### src/inc/cpuc_consts.vh
`ifndef CPUC_CONSTS_VH
`define CPUC_CONSTS_VH
// ----------------------------------------
// timing
// ----------------------------------------
`define CPUC_CLK_NS 50
`define CPUC_TCY_NS 200
`define CPUC_TCY_CYC ((`CPUC_TCY_NS + `CPUC_CLK_NS - 1) / `CPUC_CLK_NS)
// ----------------------------------------
// reset values
// ----------------------------------------
`define CPUC_RESET_VEC 9'h1ff
`define CPUC_NOP 12'h000
`define CPUC_STATUS_RST 8'h18
`define CPUC_FSR_RST 8'h00
`define CPUC_W_RST 8'h00
// ----------------------------------------
// data space map
// ----------------------------------------
`define CPUC_A_INDF 5'h00
`define CPUC_A_PCL 5'h02
`define CPUC_A_STATUS 5'h03
`define CPUC_A_FSR 5'h04
`define CPUC_RAM_LO 7
`define CPUC_RAM_HI 31
// ----------------------------------------
// status bit positions
// ----------------------------------------
`define CPUC_BIT_C 0
`define CPUC_BIT_DC 1
`define CPUC_BIT_Z 2
`endif

### src/rtl/cpuc_core.v
`timescale 1ns/1ns
`include "cpuc_consts.vh"

module cpuc_core #(
  parameter STACK_DEPTH = 4,
  parameter PC_W = 9
) (
  // clock and reset
  input wire clock,
  input wire resetn,
  input wire clockEn,
  // program memory
  output wire [PC_W-1:0] progAddr,
  input wire [11:0] progData,
  // data register file, external part
  output wire [4:0] dataRdAddr,
  input wire [7:0] dataRdData,
  output wire [4:0] dataWrAddr,
  output wire [7:0] dataWrData,
  output wire dataWe
);

  // ----------------------------------------
  // reset release
  // ----------------------------------------
  reg rstMeta_q, rstSync_q;
  always @(posedge clock or negedge resetn) begin
    if (!resetn) begin
      rstMeta_q <= 1'b0;
      rstSync_q <= 1'b0;
    end else begin
      rstMeta_q <= 1'b1;
      rstSync_q <= rstMeta_q;
    end
  end

  // ----------------------------------------
  // instruction cycle phases
  // ----------------------------------------
  localparam integer TCY = `CPUC_TCY_CYC;
  localparam [1:0] PH_LAST = TCY[1:0] - 2'h1;
  reg [1:0] phase_q;
  wire step = clockEn & (phase_q == PH_LAST);
  always @(posedge clock or negedge rstSync_q) begin
    if (!rstSync_q) begin
      phase_q <= 2'h0;
    end else if (clockEn) begin
      phase_q <= (phase_q == PH_LAST) ? 2'h0 : phase_q + 2'h1;
    end
  end

  // ----------------------------------------
  // architectural state
  // ----------------------------------------
  reg [PC_W-1:0] pc_q;
  reg [11:0] instr_q;
  reg [7:0] w_q;
  reg [7:0] status_q;
  reg [7:0] fsr_q;
  reg [PC_W-1:0] stk_q [0:STACK_DEPTH-1];
  reg [7:0] ram [`CPUC_RAM_LO:`CPUC_RAM_HI];
  reg [4:0] dataRdAddr_q;
  reg [4:0] dataWrAddr_q;
  reg [7:0] dataWrData_q;
  reg dataWe_q;
  integer i;

  // ----------------------------------------
  // operand selection
  // ----------------------------------------
  wire [4:0] fField = instr_q[4:0];
  wire [4:0] fa = (fField == `CPUC_A_INDF) ? fsr_q[4:0] : fField;
  wire dBit = instr_q[5];
  wire [2:0] bitSel = instr_q[7:5];
  wire [7:0] lit = instr_q[7:0];
  wire faCore = (fa == `CPUC_A_INDF) | (fa == `CPUC_A_PCL) | (fa == `CPUC_A_STATUS) | (fa == `CPUC_A_FSR);
  wire faRam = (fa >= `CPUC_RAM_LO);
  wire faExt = ~faCore & ~faRam;
  reg [7:0] fVal;
  always @* begin
    case (fa)
      `CPUC_A_INDF: fVal = 8'h00;
      `CPUC_A_PCL: fVal = pc_q[7:0];
      `CPUC_A_STATUS: fVal = status_q;
      `CPUC_A_FSR: fVal = fsr_q;
      default: fVal = faRam ? ram[fa] : dataRdData;
    endcase
  end

  // ----------------------------------------
  // decode and arithmetic
  // ----------------------------------------
  reg [7:0] res;
  reg [8:0] sum;
  reg [4:0] nib;
  reg useD, wrW, wrF, updZ, updC, updDC;
  reg cNew, dcNew, skip, jump, push, pop;
  reg [PC_W-1:0] target;
  always @* begin
    sum = 9'h000;
    nib = 5'h00;
    res = 8'h00;
    useD = 1'b0;
    wrW = 1'b0;
    wrF = 1'b0;
    updZ = 1'b0;
    updC = 1'b0;
    updDC = 1'b0;
    cNew = status_q[`CPUC_BIT_C];
    dcNew = status_q[`CPUC_BIT_DC];
    skip = 1'b0;
    jump = 1'b0;
    push = 1'b0;
    pop = 1'b0;
    target = pc_q;
    casez (instr_q[11:6])
      6'b000000: begin
        // control forms without d are treated as no-ops here
        res = w_q;
        wrF = dBit;
      end
      6'b000001: begin
        res = 8'h00;
        updZ = 1'b1;
        wrF = dBit;
        wrW = ~dBit;
      end
      6'b000010: begin
        // f + ~w + 1, carry out high means no borrow
        sum = {1'b0, fVal} + {1'b0, ~w_q} + 9'h001;
        nib = {1'b0, fVal[3:0]} + {1'b0, ~w_q[3:0]} + 5'h01;
        res = sum[7:0];
        cNew = sum[8];
        dcNew = nib[4];
        updC = 1'b1;
        updDC = 1'b1;
        updZ = 1'b1;
        useD = 1'b1;
      end
      6'b000011: begin
        res = fVal - 8'h01;
        updZ = 1'b1;
        useD = 1'b1;
      end
      6'b000100: begin
        res = w_q | fVal;
        updZ = 1'b1;
        useD = 1'b1;
      end
      6'b000101: begin
        res = w_q & fVal;
        updZ = 1'b1;
        useD = 1'b1;
      end
      6'b000110: begin
        res = w_q ^ fVal;
        updZ = 1'b1;
        useD = 1'b1;
      end
      6'b000111: begin
        sum = {1'b0, w_q} + {1'b0, fVal};
        nib = {1'b0, w_q[3:0]} + {1'b0, fVal[3:0]};
        res = sum[7:0];
        cNew = sum[8];
        dcNew = nib[4];
        updC = 1'b1;
        updDC = 1'b1;
        updZ = 1'b1;
        useD = 1'b1;
      end
      6'b001000: begin
        res = fVal;
        updZ = 1'b1;
        useD = 1'b1;
      end
      6'b001001: begin
        res = ~fVal;
        updZ = 1'b1;
        useD = 1'b1;
      end
      6'b001010: begin
        res = fVal + 8'h01;
        updZ = 1'b1;
        useD = 1'b1;
      end
      6'b001011: begin
        res = fVal - 8'h01;
        skip = (res == 8'h00);
        useD = 1'b1;
      end
      6'b001100: begin
        res = {status_q[`CPUC_BIT_C], fVal[7:1]};
        cNew = fVal[0];
        updC = 1'b1;
        useD = 1'b1;
      end
      6'b001101: begin
        res = {fVal[6:0], status_q[`CPUC_BIT_C]};
        cNew = fVal[7];
        updC = 1'b1;
        useD = 1'b1;
      end
      6'b001110: begin
        res = {fVal[3:0], fVal[7:4]};
        useD = 1'b1;
      end
      6'b001111: begin
        res = fVal + 8'h01;
        skip = (res == 8'h00);
        useD = 1'b1;
      end
      6'b0100??: begin
        res = fVal & ~(8'h01 << bitSel);
        wrF = 1'b1;
      end
      6'b0101??: begin
        res = fVal | (8'h01 << bitSel);
        wrF = 1'b1;
      end
      6'b0110??: skip = ~fVal[bitSel];
      6'b0111??: skip = fVal[bitSel];
      6'b1000??: begin
        res = lit;
        wrW = 1'b1;
        pop = 1'b1;
        jump = 1'b1;
        target = stk_q[0];
      end
      6'b1001??: begin
        push = 1'b1;
        jump = 1'b1;
        target = {{(PC_W-8){1'b0}}, lit};
      end
      6'b101???: begin
        jump = 1'b1;
        target = instr_q[PC_W-1:0];
      end
      6'b1100??: begin
        res = lit;
        wrW = 1'b1;
      end
      6'b1101??: begin
        res = w_q | lit;
        updZ = 1'b1;
        wrW = 1'b1;
      end
      6'b1110??: begin
        res = w_q & lit;
        updZ = 1'b1;
        wrW = 1'b1;
      end
      default: begin
        res = w_q ^ lit;
        updZ = 1'b1;
        wrW = 1'b1;
      end
    endcase
    if (useD) begin
      wrF = dBit;
      wrW = ~dBit;
    end
  end

  // ----------------------------------------
  // next-state terms
  // ----------------------------------------
  wire wrPcl = wrF & (fa == `CPUC_A_PCL);
  wire redirect = jump | wrPcl;
  wire flush = redirect | skip;
  wire [PC_W-1:0] pcTarget = wrPcl ? {{(PC_W-8){1'b0}}, res} : target;
  wire [PC_W-1:0] pcOne = {{(PC_W-1){1'b0}}, 1'b1};
  wire [7:0] fsrNext = (wrF & (fa == `CPUC_A_FSR)) ? res : fsr_q;
  wire [11:0] nextInstr = flush ? `CPUC_NOP : progData;
  wire [4:0] nextAddr = (nextInstr[4:0] == `CPUC_A_INDF) ? fsrNext[4:0] : nextInstr[4:0];
  wire wrExt = wrF & faExt;
  reg [7:0] statusNext;
  always @* begin
    statusNext = status_q;
    // bits 4:3 are read-only
    if (wrF && (fa == `CPUC_A_STATUS)) begin
      statusNext = {res[7:5], status_q[4:3], res[2:0]};
    end
    // flag results take priority over a direct status write
    if (updC) begin
      statusNext[`CPUC_BIT_C] = cNew;
    end
    if (updDC) begin
      statusNext[`CPUC_BIT_DC] = dcNew;
    end
    if (updZ) begin
      statusNext[`CPUC_BIT_Z] = (res == 8'h00);
    end
  end

  // ----------------------------------------
  // sequential update
  // ----------------------------------------
  always @(posedge clock or negedge rstSync_q) begin
    if (!rstSync_q) begin
      pc_q <= `CPUC_RESET_VEC;
      instr_q <= `CPUC_NOP;
      w_q <= `CPUC_W_RST;
      status_q <= `CPUC_STATUS_RST;
      fsr_q <= `CPUC_FSR_RST;
      dataRdAddr_q <= 5'h00;
      dataWrAddr_q <= 5'h00;
      dataWrData_q <= 8'h00;
      dataWe_q <= 1'b0;
      for (i = 0; i < STACK_DEPTH; i = i + 1) begin
        stk_q[i] <= {PC_W{1'b0}};
      end
    end else if (clockEn) begin
      dataWe_q <= step & wrExt;
      if (step) begin
        pc_q <= redirect ? pcTarget : pc_q + pcOne;
        instr_q <= nextInstr;
        status_q <= statusNext;
        fsr_q <= fsrNext;
        dataRdAddr_q <= nextAddr;
        if (wrW) begin
          w_q <= res;
        end
        if (wrExt) begin
          dataWrAddr_q <= fa;
          dataWrData_q <= res;
        end
        // overflow drops the oldest entry, underflow repeats the deepest
        if (push) begin
          stk_q[0] <= pc_q;
          for (i = 1; i < STACK_DEPTH; i = i + 1) begin
            stk_q[i] <= stk_q[i-1];
          end
        end else if (pop) begin
          for (i = 0; i < STACK_DEPTH - 1; i = i + 1) begin
            stk_q[i] <= stk_q[i+1];
          end
        end
      end
    end
  end

  // no reset on ram: contents undefined after power-up
  always @(posedge clock) begin
    if (step && wrF && faRam) begin
      ram[fa] <= res;
    end
  end

  assign progAddr = pc_q;
  assign dataRdAddr = dataRdAddr_q;
  assign dataWrAddr = dataWrAddr_q;
  assign dataWrData = dataWrData_q;
  assign dataWe = dataWe_q;

endmodule // cpuc_core

### config.mk
export PLATFORM = sky130hd
export DESIGN_NAME = cpuc_core
export DESIGN_NICKNAME = d
export VERILOG_FILES = /design/src/rtl/cpuc_core.v
export VERILOG_INCLUDE_DIRS = /design/src /design/src/inc
export SDC_FILE = /design/constraint.sdc
export NUM_CORES = 1
export LEC_CHECK = 0
export ABC_AREA = 1
export BUFFER_PORTS_ARGS = -buffer_cell sky130_fd_sc_hd__buf_4
export CORE_MARGIN = 2
export CORE_UTILIZATION = 50
export DETAILED_ROUTE_END_ITERATION = 7
export HOLD_SLACK_MARGIN = 0.06
export PLACE_DENSITY = 0.78
export SYNTH_ARGS = -nofsm -noshare
export SYNTH_HDL_FRONTEND = slang
export SYNTH_SLANG_ARGS = --single-unit
### constraint.sdc
create_clock -name clock -period 3.7 [get_ports clock]
set_input_delay 0.37 -clock clock [delete_from_list [all_inputs] [get_ports clock]]
set_output_delay 0.37 -clock clock [all_outputs]
set_load 0.05 [all_outputs]
==> summary.txt <==
Outcome
  • Status: complete, but fails checks
  • Failing checks: negative setup slack

Routing
  • Number of vias in the routed layout: 15.8k
  • Antenna-violating nets left: 0
  • Routed len/inst: 21.8 µm
  • DRC viols: 0
  • Via density: 5.82
  • DR iter-0 viols: 1867
  • DR pass1 iterations: 6
  • Drt total wl: 59200 µm

Logic synthesis
  • Ys async rst share: 33.8%
  • Synth area leader: edfxtp_1
  • Synth Flop Type: edfxtp_1
  • Yosys top cell area share: 37.3%
  • Cells after Synth: 1926
  • Post-synth top cells: 579 x nand2_1, 235 x nor2_1, 202 x inv_1
  • #FFs+latches synth: 302
  • Syn Nets: 1975
  • Synth top area cells: edfxtp_1 37%, dfrtp_1 14%, nand2_1 13%
  • Post-synth cell types: 60
  • Mapped cell area: 0.0161 mm²
  • Top-count cell post-synth: nand2_1
  • Synth warn: 0
  • Syn avg cell area: 8.37 µm²
  • Sequential fraction of the synthesis area: 53.2%
  • Post-synth EDFFs: 200

Layout
  • Multi-input gate area: 0.00697 mm²
  • Cell area after layout: 0.0213 mm²
  • Layout Cells excl Fill: 2715
  • Share of cells above drive strength 1: 25.5%
  • FF/Latch Area: 0.00857 mm²
  • Post-layout net count: 2339
  • Layout fillers: 2405
  • Area growth from synthesis to layout: 32.2%

Setup path
  • R2R Path End: ram[28][6]$_DFFE_PP_
  • R2r worst-path depth: 33
  • Critical Path Fanout Max: 7
  • Crit end category: register
  • Slowest stage cell, crit path: dfrtp_1
  • R2R Path Start: instr_q[2]$_DFFE_PN0P_
  • R2R Setup Slk: -1090 ps
  • CP max stage delay: 390 ps
  • Critical Path AT: 5100 ps
  • Critical path class: register to register
  • Worst setup SP type: register
  • Data required, critical path: 4010 ps

Timing
  • Clock Skews: 18.0 ps
  • Final worst setup slack: -1090 ps
  • Worst rel slew slack: 40.3%
  • Final min period: 4790 ps
  • Fmax achieved: 0.209 GHz
  • RSZ-0062 raised after global routing: true
  • Final period util: 129%
  • Worst-margin pin slew: 894 ps
  • Final setup vio count: 253
  • Hold Fails Final Rpt: 0
  • Final Slew Violations: 0

Floorplan
  • Total Die Area: 0.0337 mm²
  • Core box area: 0.0316 mm²
  • # rows: 65
  • Initial Util: 50.9%
  • Die Width: 184 µm
  • I/O pins: 51
  • Die H: 184 µm

Place
  • IO buf count: 50
  • Placed instance count: 2603
  • Final Wtd Congestion: 1.04
  • Placed Area: 0.0191 mm²
  • Dpl hpwl: 41500 µm

Clock tree
  • Clock tree buffer depth: 3
  • Num CTS Buffers: 31
  • CTS tree: built
  • H-tree Lvls: 1
  • CTS Root Cell: clkbuf_16
  • Clk slew on worst S/H paths: 60 ps
  • Clk sinks: 302
  • Clock Latency Late Sink: 570 ps

Global routing
  • First-pass GRT wire length: 88900 µm
  • GRT overflow: 0
  • Vias in the first global route: 15.5k
  • Initial antenna violation count: 1
  • Largest net degree at the start of global routing: 41
  • Tot GR Track Use: 34.8%

Flow run
  • Maxcap violations: 0

Hold path
  • HP Class: input pin to async pin
==> state kept, by name (all words and copies together), names as in the netlist <==
signal,count
dataRdAddr,5
dataWe,1
dataWrAddr,5
dataWrData,8
fsr_q,8
instr_q,12
phase_q,2
progAddr,9
ram,200
rstMeta_q,1
rstSync_q,1
status_q,6
stk_q,36
w_q,8
==> layer usage <==
metal,vias to the layer above,GRT usage [%],part of all wire (%)
li1,7110,-,-
met1,7525,47.3,39
met2,944,55.9,46
met3,223,4.85,9.5
met4,0,15.9,5.4
met5,-,0,0
==> stage by stage <==
step / util, % / setup WS (ps) / hold WS [ps] / TNS (ps)
floorplan: - / -683 / 74.4 / -51130
global placement: 60.3 / -1020 / 153 / -177220
detailed placement: 60.3 / -1100 / 153 / -185050
CTS: 66.5 / -828 / 112 / -144140
global route: 67.3 / -1340 / 131 / -237880
finish: 67.3 / -1090 / 128 / -190250
==> worst max-delay path, delay by kind of cell, from the launching register on <==
kind,cells,cell delay (ps)
fa+ha+maj,2,490
simple gates,16,1800
buf+inv,9,1050
compound gates,6,820
flops,1,390
==> timing repair <==
| action | CTS | global route |
|---|---|---|
| hold endpoints to repair | 11 | 0 |
| gates resized for setup | 135 | 44 |
| endpoints found under the setup margin | 253 | 255 |
| cloned | 9 | 0 |
| hold buffers | 9 | 0 |
| pin swaps | 47 | 45 |
| setup buffers | 23 | 18 |
==> worst max-delay path by stage <==
stage                           startpoint                      end  slack (ps)  cells past startpoint
floorplan           instr_q[0]$_DFFE_PN0P_  status_q[2]$_DFFE_PN0P_        -680                     29
global placement    instr_q[2]$_DFFE_PN0P_     ram[25][3]$_DFFE_PP_       -1020                     28
detailed placement  instr_q[2]$_DFFE_PN0P_  status_q[2]$_DFFE_PN0P_       -1100                     30
CTS                 instr_q[1]$_DFFE_PN0P_     ram[19][6]$_DFFE_PP_        -830                     34
global route        instr_q[3]$_DFFE_PN0P_     ram[26][6]$_DFFE_PP_       -1340                     33
finish              instr_q[2]$_DFFE_PN0P_     ram[28][6]$_DFFE_PP_       -1090                     33
==> cell usage in the layout (no fill, tap or decap), types with 25 or more instances in the layout <==
master     count
o21ai_0      142
dfrtp_1       92
clkbuf_16     31
buf_6         25
a21oi_1       42
nand3_1       87
nand2_1      561
inv_1        193
o21ai_1       25
buf_4        333
nor2_1       220
edfxtp_1     200
==> area by class of cell <==
class                      instances  area share [%]
inverter                         212            3.87
antenna                            1          0.0117
clock buffer                      36            3.73
tap                              402            2.36
sequential                       302            40.2
clock inverter                    19           0.781
multi-input combinational       1349            32.7
timing repair buffer             394            16.3
==> cells by family after synthesis <==
kind of cell	synth area share (%)
adders and majority gates	2.11
xor gates and xnor gates	0.489
other	0.0233
buffers and inverters	6.97
muxes	0.280
and+or+nand+nor	25.8
DFF	53.2
AOI/OAI and AO/OA	11.1
Power is not shown: default switching activity piles up to over one toggle a cycle in this logic, so the estimate is an artifact.
